**src/include/bstp_pkg.sv**
```systemverilog
// Constants, state encoding and reset values of the boundary-scan port
//
// Notes on behaviour
// - Test data out changes on falling test clock
// - Test data out floats unless shifting
// - Test data in shifts into instruction, data
// - Low test reset forces Test-Logic-Reset at once
// - Scan logic moves only on test clock or low test reset
// - Mode select steers controller state transitions
package bstp_pkg;

  // -------------------------------------------------------------------------
  // Controller states
  // -------------------------------------------------------------------------
  typedef enum logic [3:0] {
    ST_TLR,       // Test-Logic-Reset
    ST_RTI,       // Run-Test/Idle
    ST_SEL_DR,    // Select-DR-Scan
    ST_CAP_DR,    // Capture-DR
    ST_SH_DR,     // Shift-DR
    ST_EX1_DR,    // Exit1-DR
    ST_PA_DR,     // Pause-DR
    ST_EX2_DR,    // Exit2-DR
    ST_UP_DR,     // Update-DR
    ST_SEL_IR,    // Select-IR-Scan
    ST_CAP_IR,    // Capture-IR
    ST_SH_IR,     // Shift-IR
    ST_EX1_IR,    // Exit1-IR
    ST_PA_IR,     // Pause-IR
    ST_EX2_IR,    // Exit2-IR
    ST_UP_IR      // Update-IR
  } bstp_tap_e;

  // -------------------------------------------------------------------------
  // Register widths and codes
  // -------------------------------------------------------------------------
  localparam int          IR_LEN      = 4;        // Instruction length
  localparam int          DR_LEN      = 32;       // Identity register length
  localparam logic [3:0]  IR_BYPASS   = 4'hf;     // All ones selects bypass
  localparam logic [3:0]  IR_IDCODE   = 4'h1;     // Identity instruction
  localparam logic [3:0]  IR_CAPTURE  = 4'h1;     // Fixed 01 capture pattern
  // Arbitrary neutral identity value, bit 0 set as scan convention demands
  localparam logic [31:0] IDCODE_VAL  = 32'h0a5c_3001;
  localparam logic [31:0] DR_ZERO     = 32'h0000_0000;

  // -------------------------------------------------------------------------
  // Pin synchroniser lanes and their reset levels
  // -------------------------------------------------------------------------
  localparam int          SYNC_W      = 4;        // Lanes through synchroniser
  localparam int          SYNC_TCK    = 0;        // Test clock lane
  localparam int          SYNC_TMS    = 1;        // Mode select lane
  localparam int          SYNC_TDI    = 2;        // Data in lane
  localparam int          SYNC_TRST   = 3;        // Test reset lane
  localparam logic [3:0]  SYNC_RST    = 4'h6;     // Clock and test reset low, mode and data high

endpackage

```
**src/verilog/bstp_top.sv**
```systemverilog
// Boundary-scan test access port sampled by the core clock
`timescale 1ns/10ps
module bstp_top
  import bstp_pkg::*;
(
  input  wire logic i_core_clk,             // Core clock, 100 MHz
  input  wire logic i_reset,                // Synchronous reset, high
  input  wire logic i_ce,                   // Clock enable, freezes state
  input  wire logic i_tck,                  // Test clock pin
  input  wire logic i_tms,                  // Test mode select pin
  input  wire logic i_tdi,                  // Test data in pin
  input  wire logic i_trst_n,               // Test reset pin, low active
  output logic      o_tdo,                  // Test data out level
  output logic      o_tdo_oe_n,             // Data out enable, low drives
  output logic      o_test_logic_reset      // Controller in Test-Logic-Reset
);

  // -------------------------------------------------------------------------
  // State
  // -------------------------------------------------------------------------
  typedef struct packed {
    bstp_tap_e          tap;                // Controller state
    logic               tck_prev;           // Test clock at last sample
    logic [IR_LEN-1:0]  ir;                 // Active instruction
    logic [IR_LEN-1:0]  ir_sh;              // Instruction shift stage
    logic [DR_LEN-1:0]  dr_sh;              // Data shift stage
    logic               tdo;                // Data out level
    logic               tdo_oe_n;           // Data out enable, low drives
    logic               tlr;                // Test-Logic-Reset flag
  } bstp_state_s;

  localparam bstp_state_s ST_RESET = '{
    tap:      ST_TLR,
    tck_prev: 1'b0,
    ir:       IR_IDCODE,
    ir_sh:    IR_CAPTURE,
    dr_sh:    DR_ZERO,
    tdo:      1'b0,
    tdo_oe_n: 1'b1,
    tlr:      1'b1
  };

  bstp_state_s      st_q;                   // Registered state
  bstp_state_s      st_d;                   // Next state
  logic [SYNC_W-1:0] pins_s;                // Synchronised pins
  logic             tck_s;                  // Test clock, synchronised
  logic             tms_s;                  // Mode select, synchronised
  logic             tdi_s;                  // Data in, synchronised
  logic             trst_n_s;               // Test reset, synchronised
  logic             tck_rise;               // Rising test clock edge
  logic             tck_fall;               // Falling test clock edge
  logic             dr_lsb;                 // Data stage output bit
  logic             ir_lsb;                 // Instruction stage output bit

  // -------------------------------------------------------------------------
  // Pin synchronisers
  // -------------------------------------------------------------------------
  bstp_sync #(
    .W       (SYNC_W),
    .RST_VAL (SYNC_RST)
  ) u_sync (
    .i_core_clk (i_core_clk),
    .i_reset    (i_reset),
    .i_ce       (i_ce),
    .i_d        ({i_trst_n, i_tdi, i_tms, i_tck}),
    .o_q        (pins_s)
  );

  assign tck_s    = pins_s[SYNC_TCK];
  assign tms_s    = pins_s[SYNC_TMS];
  assign tdi_s    = pins_s[SYNC_TDI];
  assign trst_n_s = pins_s[SYNC_TRST];

  // Edges of the test clock as seen by the core clock
  assign tck_rise = tck_s & ~st_q.tck_prev;
  assign tck_fall = ~tck_s & st_q.tck_prev;
  assign dr_lsb   = st_q.dr_sh[0];
  assign ir_lsb   = st_q.ir_sh[0];

  // -------------------------------------------------------------------------
  // Controller transition table
  // -------------------------------------------------------------------------
  function automatic bstp_tap_e bstp_next(input bstp_tap_e s,
                                          input logic tms);
    bstp_tap_e n;
    n = ST_TLR;
    case (s)
      ST_TLR:    n = tms ? ST_TLR    : ST_RTI;
      ST_RTI:    n = tms ? ST_SEL_DR : ST_RTI;
      ST_SEL_DR: n = tms ? ST_SEL_IR : ST_CAP_DR;
      ST_CAP_DR: n = tms ? ST_EX1_DR : ST_SH_DR;
      ST_SH_DR:  n = tms ? ST_EX1_DR : ST_SH_DR;
      ST_EX1_DR: n = tms ? ST_UP_DR  : ST_PA_DR;
      ST_PA_DR:  n = tms ? ST_EX2_DR : ST_PA_DR;
      ST_EX2_DR: n = tms ? ST_UP_DR  : ST_SH_DR;
      ST_UP_DR:  n = tms ? ST_SEL_DR : ST_RTI;
      ST_SEL_IR: n = tms ? ST_TLR    : ST_CAP_IR;
      ST_CAP_IR: n = tms ? ST_EX1_IR : ST_SH_IR;
      ST_SH_IR:  n = tms ? ST_EX1_IR : ST_SH_IR;
      ST_EX1_IR: n = tms ? ST_UP_IR  : ST_PA_IR;
      ST_PA_IR:  n = tms ? ST_EX2_IR : ST_PA_IR;
      ST_EX2_IR: n = tms ? ST_UP_IR  : ST_SH_IR;
      ST_UP_IR:  n = tms ? ST_SEL_DR : ST_RTI;
      default:   n = ST_TLR;
    endcase
    return n;
  endfunction

  // -------------------------------------------------------------------------
  // Next-state logic
  // -------------------------------------------------------------------------
  always_comb begin
    st_d = st_q;
    if (i_ce) begin
      st_d.tck_prev = tck_s;
      if (!trst_n_s) begin
        // Test reset wins at once, no test clock edge needed
        st_d.tap      = ST_TLR;
        st_d.ir       = IR_IDCODE;
        st_d.tlr      = 1'b1;
        st_d.tdo_oe_n = 1'b1;
      end else begin
        if (tck_rise) begin
          // Capture and shift act on the state being left
          case (st_q.tap)
            ST_CAP_IR: begin
              st_d.ir_sh = IR_CAPTURE;
            end
            ST_SH_IR: begin
              st_d.ir_sh = {tdi_s, st_q.ir_sh[IR_LEN-1:1]};
            end
            ST_CAP_DR: begin
              // Identity loads its value, others load bypass zero
              st_d.dr_sh = (st_q.ir == IR_IDCODE) ? IDCODE_VAL : DR_ZERO;
            end
            ST_SH_DR: begin
              if (st_q.ir == IR_IDCODE) begin
                st_d.dr_sh = {tdi_s, st_q.dr_sh[DR_LEN-1:1]};
              end else begin
                // Single bypass stage sits in bit 0
                st_d.dr_sh = {DR_ZERO[DR_LEN-1:1], tdi_s};
              end
            end
            default: begin
              st_d.dr_sh = st_q.dr_sh;
            end
          endcase
          // Step the controller on the sampled mode select
          st_d.tap = bstp_next(st_q.tap, tms_s);
          st_d.tlr = (bstp_next(st_q.tap, tms_s) == ST_TLR);
        end
        if (tck_fall) begin
          // Output moves only on falling edges; enable moves on falling edges and is also set high by test reset
          case (st_q.tap)
            ST_SH_IR: begin
              st_d.tdo      = ir_lsb;
              st_d.tdo_oe_n = 1'b0;
            end
            ST_SH_DR: begin
              st_d.tdo      = dr_lsb;
              st_d.tdo_oe_n = 1'b0;
            end
            ST_UP_IR: begin
              st_d.ir       = st_q.ir_sh;
              st_d.tdo_oe_n = 1'b1;
            end
            ST_TLR: begin
              st_d.ir       = IR_IDCODE;
              st_d.tdo_oe_n = 1'b1;
            end
            default: begin
              st_d.tdo_oe_n = 1'b1;
            end
          endcase
        end
      end
    end
  end

  // Register the state; the test clock only acts through its edges
  always_ff @(posedge i_core_clk) begin
    if (i_reset) begin
      st_q <= ST_RESET;
    end else begin
      st_q <= st_d;
    end
  end

  // -------------------------------------------------------------------------
  // Outputs
  // -------------------------------------------------------------------------
  assign o_tdo              = st_q.tdo;
  assign o_tdo_oe_n         = st_q.tdo_oe_n;
  assign o_test_logic_reset = st_q.tlr;
endmodule

```
**src/verilog/bstp_sync.sv**
```systemverilog
// Two-stage synchroniser for pins arriving from outside the core clock
`timescale 1ns/10ps
module bstp_sync
  import bstp_pkg::*;
#(
  parameter int         W       = 1,        // Number of lanes
  parameter logic [W-1:0] RST_VAL = '0      // Level held through reset
) (
  input  wire logic         i_core_clk,     // Core clock
  input  wire logic         i_reset,        // Synchronous reset, high
  input  wire logic         i_ce,           // Clock enable, freezes state
  input  wire logic [W-1:0] i_d,            // Asynchronous pin levels
  output logic      [W-1:0] o_q             // Levels safe to use
);

  // -------------------------------------------------------------------------
  // State
  // -------------------------------------------------------------------------
  typedef struct packed {
    logic [W-1:0] meta;                     // First stage, second reads it
    logic [W-1:0] safe;                     // Second stage
  } bstp_sync_s;

  bstp_sync_s st_q;                         // Registered state
  bstp_sync_s st_d;                         // Next state

  // Shift pins through both stages
  always_comb begin
    st_d = st_q;
    if (i_ce) begin
      st_d.meta = i_d;
      st_d.safe = st_q.meta;
    end
  end

  // Register the state
  always_ff @(posedge i_core_clk) begin
    if (i_reset) begin
      st_q <= {RST_VAL, RST_VAL};
    end else begin
      st_q <= st_d;
    end
  end

  assign o_q = st_q.safe;

endmodule

```
**config.mk**
```make
export PLATFORM = sky130hd
export DESIGN_NAME = bstp_top
export DESIGN_NICKNAME = d
export VERILOG_FILES = /design/src/include/bstp_pkg.sv /design/src/verilog/bstp_top.sv /design/src/verilog/bstp_sync.sv
export SDC_FILE = /design/constraint.sdc
export NUM_CORES = 1
export LEC_CHECK = 0
export BUFFER_PORTS_ARGS = -buffer_cell sky130_fd_sc_hd__buf_2
export CORE_UTILIZATION = 50
export CTS_CLUSTER_DIAMETER = 60
export CTS_CLUSTER_SIZE = 8
export DETAILED_ROUTE_END_ITERATION = 8
export HOLD_SLACK_MARGIN = 0.1
export MAX_ROUTING_LAYER = met4
export PLACE_DENSITY = 0.77
export RECOVER_POWER = 100
export SLEW_MARGIN = 20
export SYNTH_ARGS = -nofsm -noshare
export SYNTH_HDL_FRONTEND = slang
export SYNTH_SLANG_ARGS = --single-unit
```
**constraint.sdc**
```tcl
create_clock -name i_core_clk -period 2.21 [get_ports i_core_clk]
set_input_delay 0.442 -clock i_core_clk [delete_from_list [all_inputs] [get_ports i_core_clk]]
set_output_delay 0.442 -clock i_core_clk [all_outputs]
set_load 0.1 [all_outputs]
```
* Word-level counts from Yosys, hierarchy flattened
Index checks and enable logic that the tools add are counted.
** Word-level totals
- Register bits after elaboration :: 56
- Bits in latches :: 0
- Bits in writable memories :: 0
- ROM bits :: 0
- Input bits :: 7
- Output and inout bits :: 3
- Word-level logic and storage cells :: 77
- Memories :: 0
** Operators by class
- $add $sub $neg :: 0
- Multiply operators :: 0
- Div/mod/pow operators :: 0
- Order comparisons :: 0
- Equality and inequality tests :: 19
- Shift-type cells :: 0
- Multiplexer cells :: 29
- Bitwise logic cells :: 4
- Reductions and logical operators :: 15
** Operators by type and width (number)
- $pmux 32 s2 :: 1
- $pmux 4 s12 :: 1
- $mux 4 :: 10
- $eq 4x4->1 const B :: 8
- $mux 32 :: 1
- $mux 28 :: 1
- $eq 4x3->1 const B :: 4
- $pmux 4 s2 :: 2
- $reduce_and 4->1 :: 3
- $eq 4x1->1 const B :: 2
- $eq 4x2->1 const B :: 2
- $logic_not 4->1 :: 2
- $mux 2 :: 4
- $mux 1 :: 6
- $mux 3 :: 2
- $reduce_bool 2->1 :: 3
- $reduce_or 2->1 :: 3
- $ne 2x2->1 const B :: 2
- $reduce_and 2->1 :: 2
- $ne 3x3->1 const B :: 1
- $reduce_and 3->1 :: 1
- $reduce_or 3->1 :: 1
- $and 1x1->1 :: 2
- $not 1->1 :: 2
- $pmux 1 s2 :: 1

* Logic depth before layout (Yosys ltp)
- Depth after elaboration :: 9
- Mapped depth :: 8
- Depth with buffers taken out :: 5

* By module
Synthesis repeated with hierarchy kept, for this count alone.
** Unflattened totals
- Cell total of the unflattened synthesis :: 277
- Area, all modules :: 2421.1 µm²
** By module, submodules not included
- bstp_top :: times used 1, cells each 247, area an instance 2093.3 µm², seq. area each 960.9 µm²
- bstp_sync :: times used 1, cells each 30, area an instance 327.8 µm², seq. area each 160.2 µm²

* Worst setup path before layout
OpenSTA, ideal clock, no wires.
- Path kind :: in2reg
- Start point :: input i_ce
- End point :: register st_q, in the netlist dr_lsb
- Library setup time :: 0.070 ns
- Data arrival time :: 1.801 ns
- Data required time :: 2.140 ns
- Setup slack :: 0.338 ns
- Stages :: 7
- Path buffers :: 2
- Cells stage by stage :: buf_4 -> and3b_4 -> nand2_2 -> or3_1 -> buf_2 -> or3_1 -> a21oi_1
** On the way
- Word-level cells in the longest chain between the ends :: 1
** Ends and longest elaborated chain
- start: declaration :: RTL line bstp_top.sv:8 : input wire logic i_ce,
- $reduce_and 4->1 (no source line)
- end signal: assignment :: RTL line bstp_top.sv:185 : st_q <= st_d;
- end: declaration :: RTL line bstp_top.sv:43 : bstp_state_s st_q;
Every way passes these cells.
A chain may end at the register's enable or synchronous reset.

* Final worst setup path
- Start point :: register st_q, in the netlist o_test_logic_reset
- End point :: output o_test_logic_reset
** RTL lines
- end: declaration :: RTL line bstp_top.sv:15 : output logic o_test_logic_reset
No word-level cell between the ends.

==> metrics.txt <==
Rel. slew slack=22.6%; final hold slack=~0.35 ns; Setup crit end kind=output pin; async set or reset register ratio after synthesis=0%; Synth top area share=46.4%; # clock sinks=56; final worst-path cycle share=88.6%; Post-Syn Area=between 0.002 and 0.0025 mm^2; worst setup slack after placement=around 0.30 ns; Crit path max-delay family=buffers and inverters; # fillers=roughly 410; WP buf/inv=1; overall power=1.74 mW; PwrDens=665 mW/mm^2; Yosys reg bits=56; Synth Flop Type=dfxtp_1; Top Ports=10; crit path DAT=1.52 ns; maximum number of pins on one net before global-route repair=33; Final min period=approximately 2.0 ns; # port buffers=9; footprint of the multi-input gates=0.00117 mm^2; Row Count=24; drt pass-1 iters=4; worst slew pin tran=1.17 ns; RSZ-0062 raised after global routing=no; Total Wirelength=about 4600 um; GRT Util Overall=20.0%; final hold vios=0; clock skew=between 0.008 and 0.009 ns; slowest CP cell=clkbuf_1; Post-synth top cells=dfxtp_1 (56), nor2_1 (39), a21oi_1 (26); Startpoint Class=flip-flop; ANT cells=0; Mean Syn Cell Area=8.66 um^2; Seq/Total Area, Yosys=between 40% and 50%; CTS tree=done; worst setup slack after layout=0.252 ns; # Max-Cap Violations=0; GPL Wtd Cong=around 0.86; Die Height=71.5 um; initial antenna violation count=0; Post-synth EDFFs=0; Cell variety after synth=between 40 and 50; maximum VDD drop=about 0.47 mV; Register Area=~0.0011 mm^2; final instance count without filler cells=337; WS Path Type=reg2out; worst path cell trace=clkbuf_1; largest area contributor in the netlist=dfxtp_1; Core Area=0.00450 mm^2; H-tree depth=2; main area contributors after synthesis=dfxtp_1 (46%), a22oi_1 (6.8%), nor2_1 (6.1%); CTS Buffer Depth=2; fmax=511 MHz; Die X=71.5 um; vias in the first global route=about 1,700; Clk Latency, worst-skew pair=0.31 ns; count leader, synth=dfxtp_1; Area Overhead vs Synth=8.13%; grt total ovfl=0; full die area=0.00511 mm^2; clock root buffer=clkbuf_8; Post-Syn Instances=between 200 and 300; # placed instances=~330; syn nets=286; CTS Buf Count=5; DPL Wire Length=3150 um; worst-path maximum fanout=2; post-CTS resize count=0; Synth Warn #=0; layout cells sized above 1=a little over a tenth; setup repair bufs after CTS=0; max-slew violation count=0; HP Class=in2reg; DRC viols=0; initial core utilization=53.6%; outcome=complete, no violations; routed len/inst=13.7 um; routed vias/inst=5.80; routed vias=roughly 2,000; Crit path largest cell delay=0.86 ns; global-route wire length before repair=7860 um; # setup viols final=0; starting DRC count in detailed routing=87; DRT antenna net count=0; total negative setup slack=0 ns; clk slew on worst S/H paths=0.10 ns; cts hold-fix bufs=0; # nets final=291; worst endpoint required time=1.77 ns; Pleak=0.914 nW
cell usage in the layout (no fill, tap or decap), drive strengths merged:
cell,n
bufinv,1
a211o,1
buf,16
o221ai,1
nand2b,9
o21ai,9
or2,2
o31a,1
or3,2
nor2b,1
a311oi,1
mux2i,10
a22oi,22
nand4,2
o21a,1
or4b,1
a211oi,2
nor4,2
nor2,39
a21bo,1
nand4b,1
clkbuf,12
nor3b,2
a21oi,26
a31oi,1
nand2,22
dfxtp,56
and3b,4
inv,5
clkinv,1
a221oi,3
nand3,9
o22ai,1
nor3,3
nor4b,3
o211a,1
nand3b,1
o211ai,9
o21bai,1
per-stage QoR:
| step | util (%) | instance area (um^2) |
|---|---|---|
| 6_report | 58.0 | 2610 |
| 3_5_place_dp | 55.9 | 2520 |
| 4_1_cts | 58.3 | 2630 |
| 2_1_floorplan | - | 2410 |
| 3_3_place_gp | 55.9 | 2520 |
| 5_1_grt | 58.0 | 2610 |
tightest hold or removal path, cell delays in order:
cell and delay (ns):
buf_2 0.07, mux2i_1 0.05, nand2_1 0.06
path summary, 6_finish.rpt:
| kind | slack [ns] | depth (start not counted) | start | endpoint |
|---|---|---|---|---|
| worst max register to register | 0.28 | 6 | st_q[44] | st_q[18] |
| worst max-delay path | 0.25 | 1 | o_test_logic_reset | o_test_logic_reset |
| worst min-delay path | 0.35 | 3 | i_tdi | u_sync.st_q[6] |
| worst min register to register | 0.45 | 2 | st_q[22] | st_q[22] |
metal layers:
metal | vias up | global-route usage (%) | part of all wire (%)
met5 | - | - | 0
met3 | 6 | 3.80 | 3.5
met2 | 33 | 30.2 | 46
li1 | 1002 | - | -
met4 | 0 | 7.84 | 1.3
met1 | 913 | 26.8 | 49
where the power goes:
group | total, mW | leakage, nW | switching [mW] | internal, mW
registers | 1.02 | 0.452 | 0.00722 | 1.02
logic | 0.0602 | 0.407 | 0.0390 | 0.0212
clock network | 0.654 | 0.0552 | 0.318 | 0.337
total | 1.74 | 0.914 | 0.364 | 1.37
final cells by class:
type                       instances  area share (%)
clock buffer                       6            2.78
clock inverter                     2            1.34
inverter                           5           0.719
multi-input combinational        194            44.8
sequential                        56            42.9
tap                               52            2.49
timing repair buffer              22            4.94
flip-flops by register name (all words and copies together), names as in the netlist:
name	cells
dr_lsb	1
ir_lsb	1
o_tdo	1
o_tdo_oe_n	1
o_test_logic_reset	1
st_q	43
u_sync.o_q	4
u_sync.st_q	4
cells by family after synthesis:
logic type | after synthesis | share of synthesized area (%)
muxes | 10 | 4.15
DFF | 56 | 46.4
buffers and inverters | 29 | 5.13
and+or+nand+nor | 103 | 21.3
AOI/OAI and AO/OA | 81 | 23.0
No activity file was read; power rests on OpenSTA's default activity.
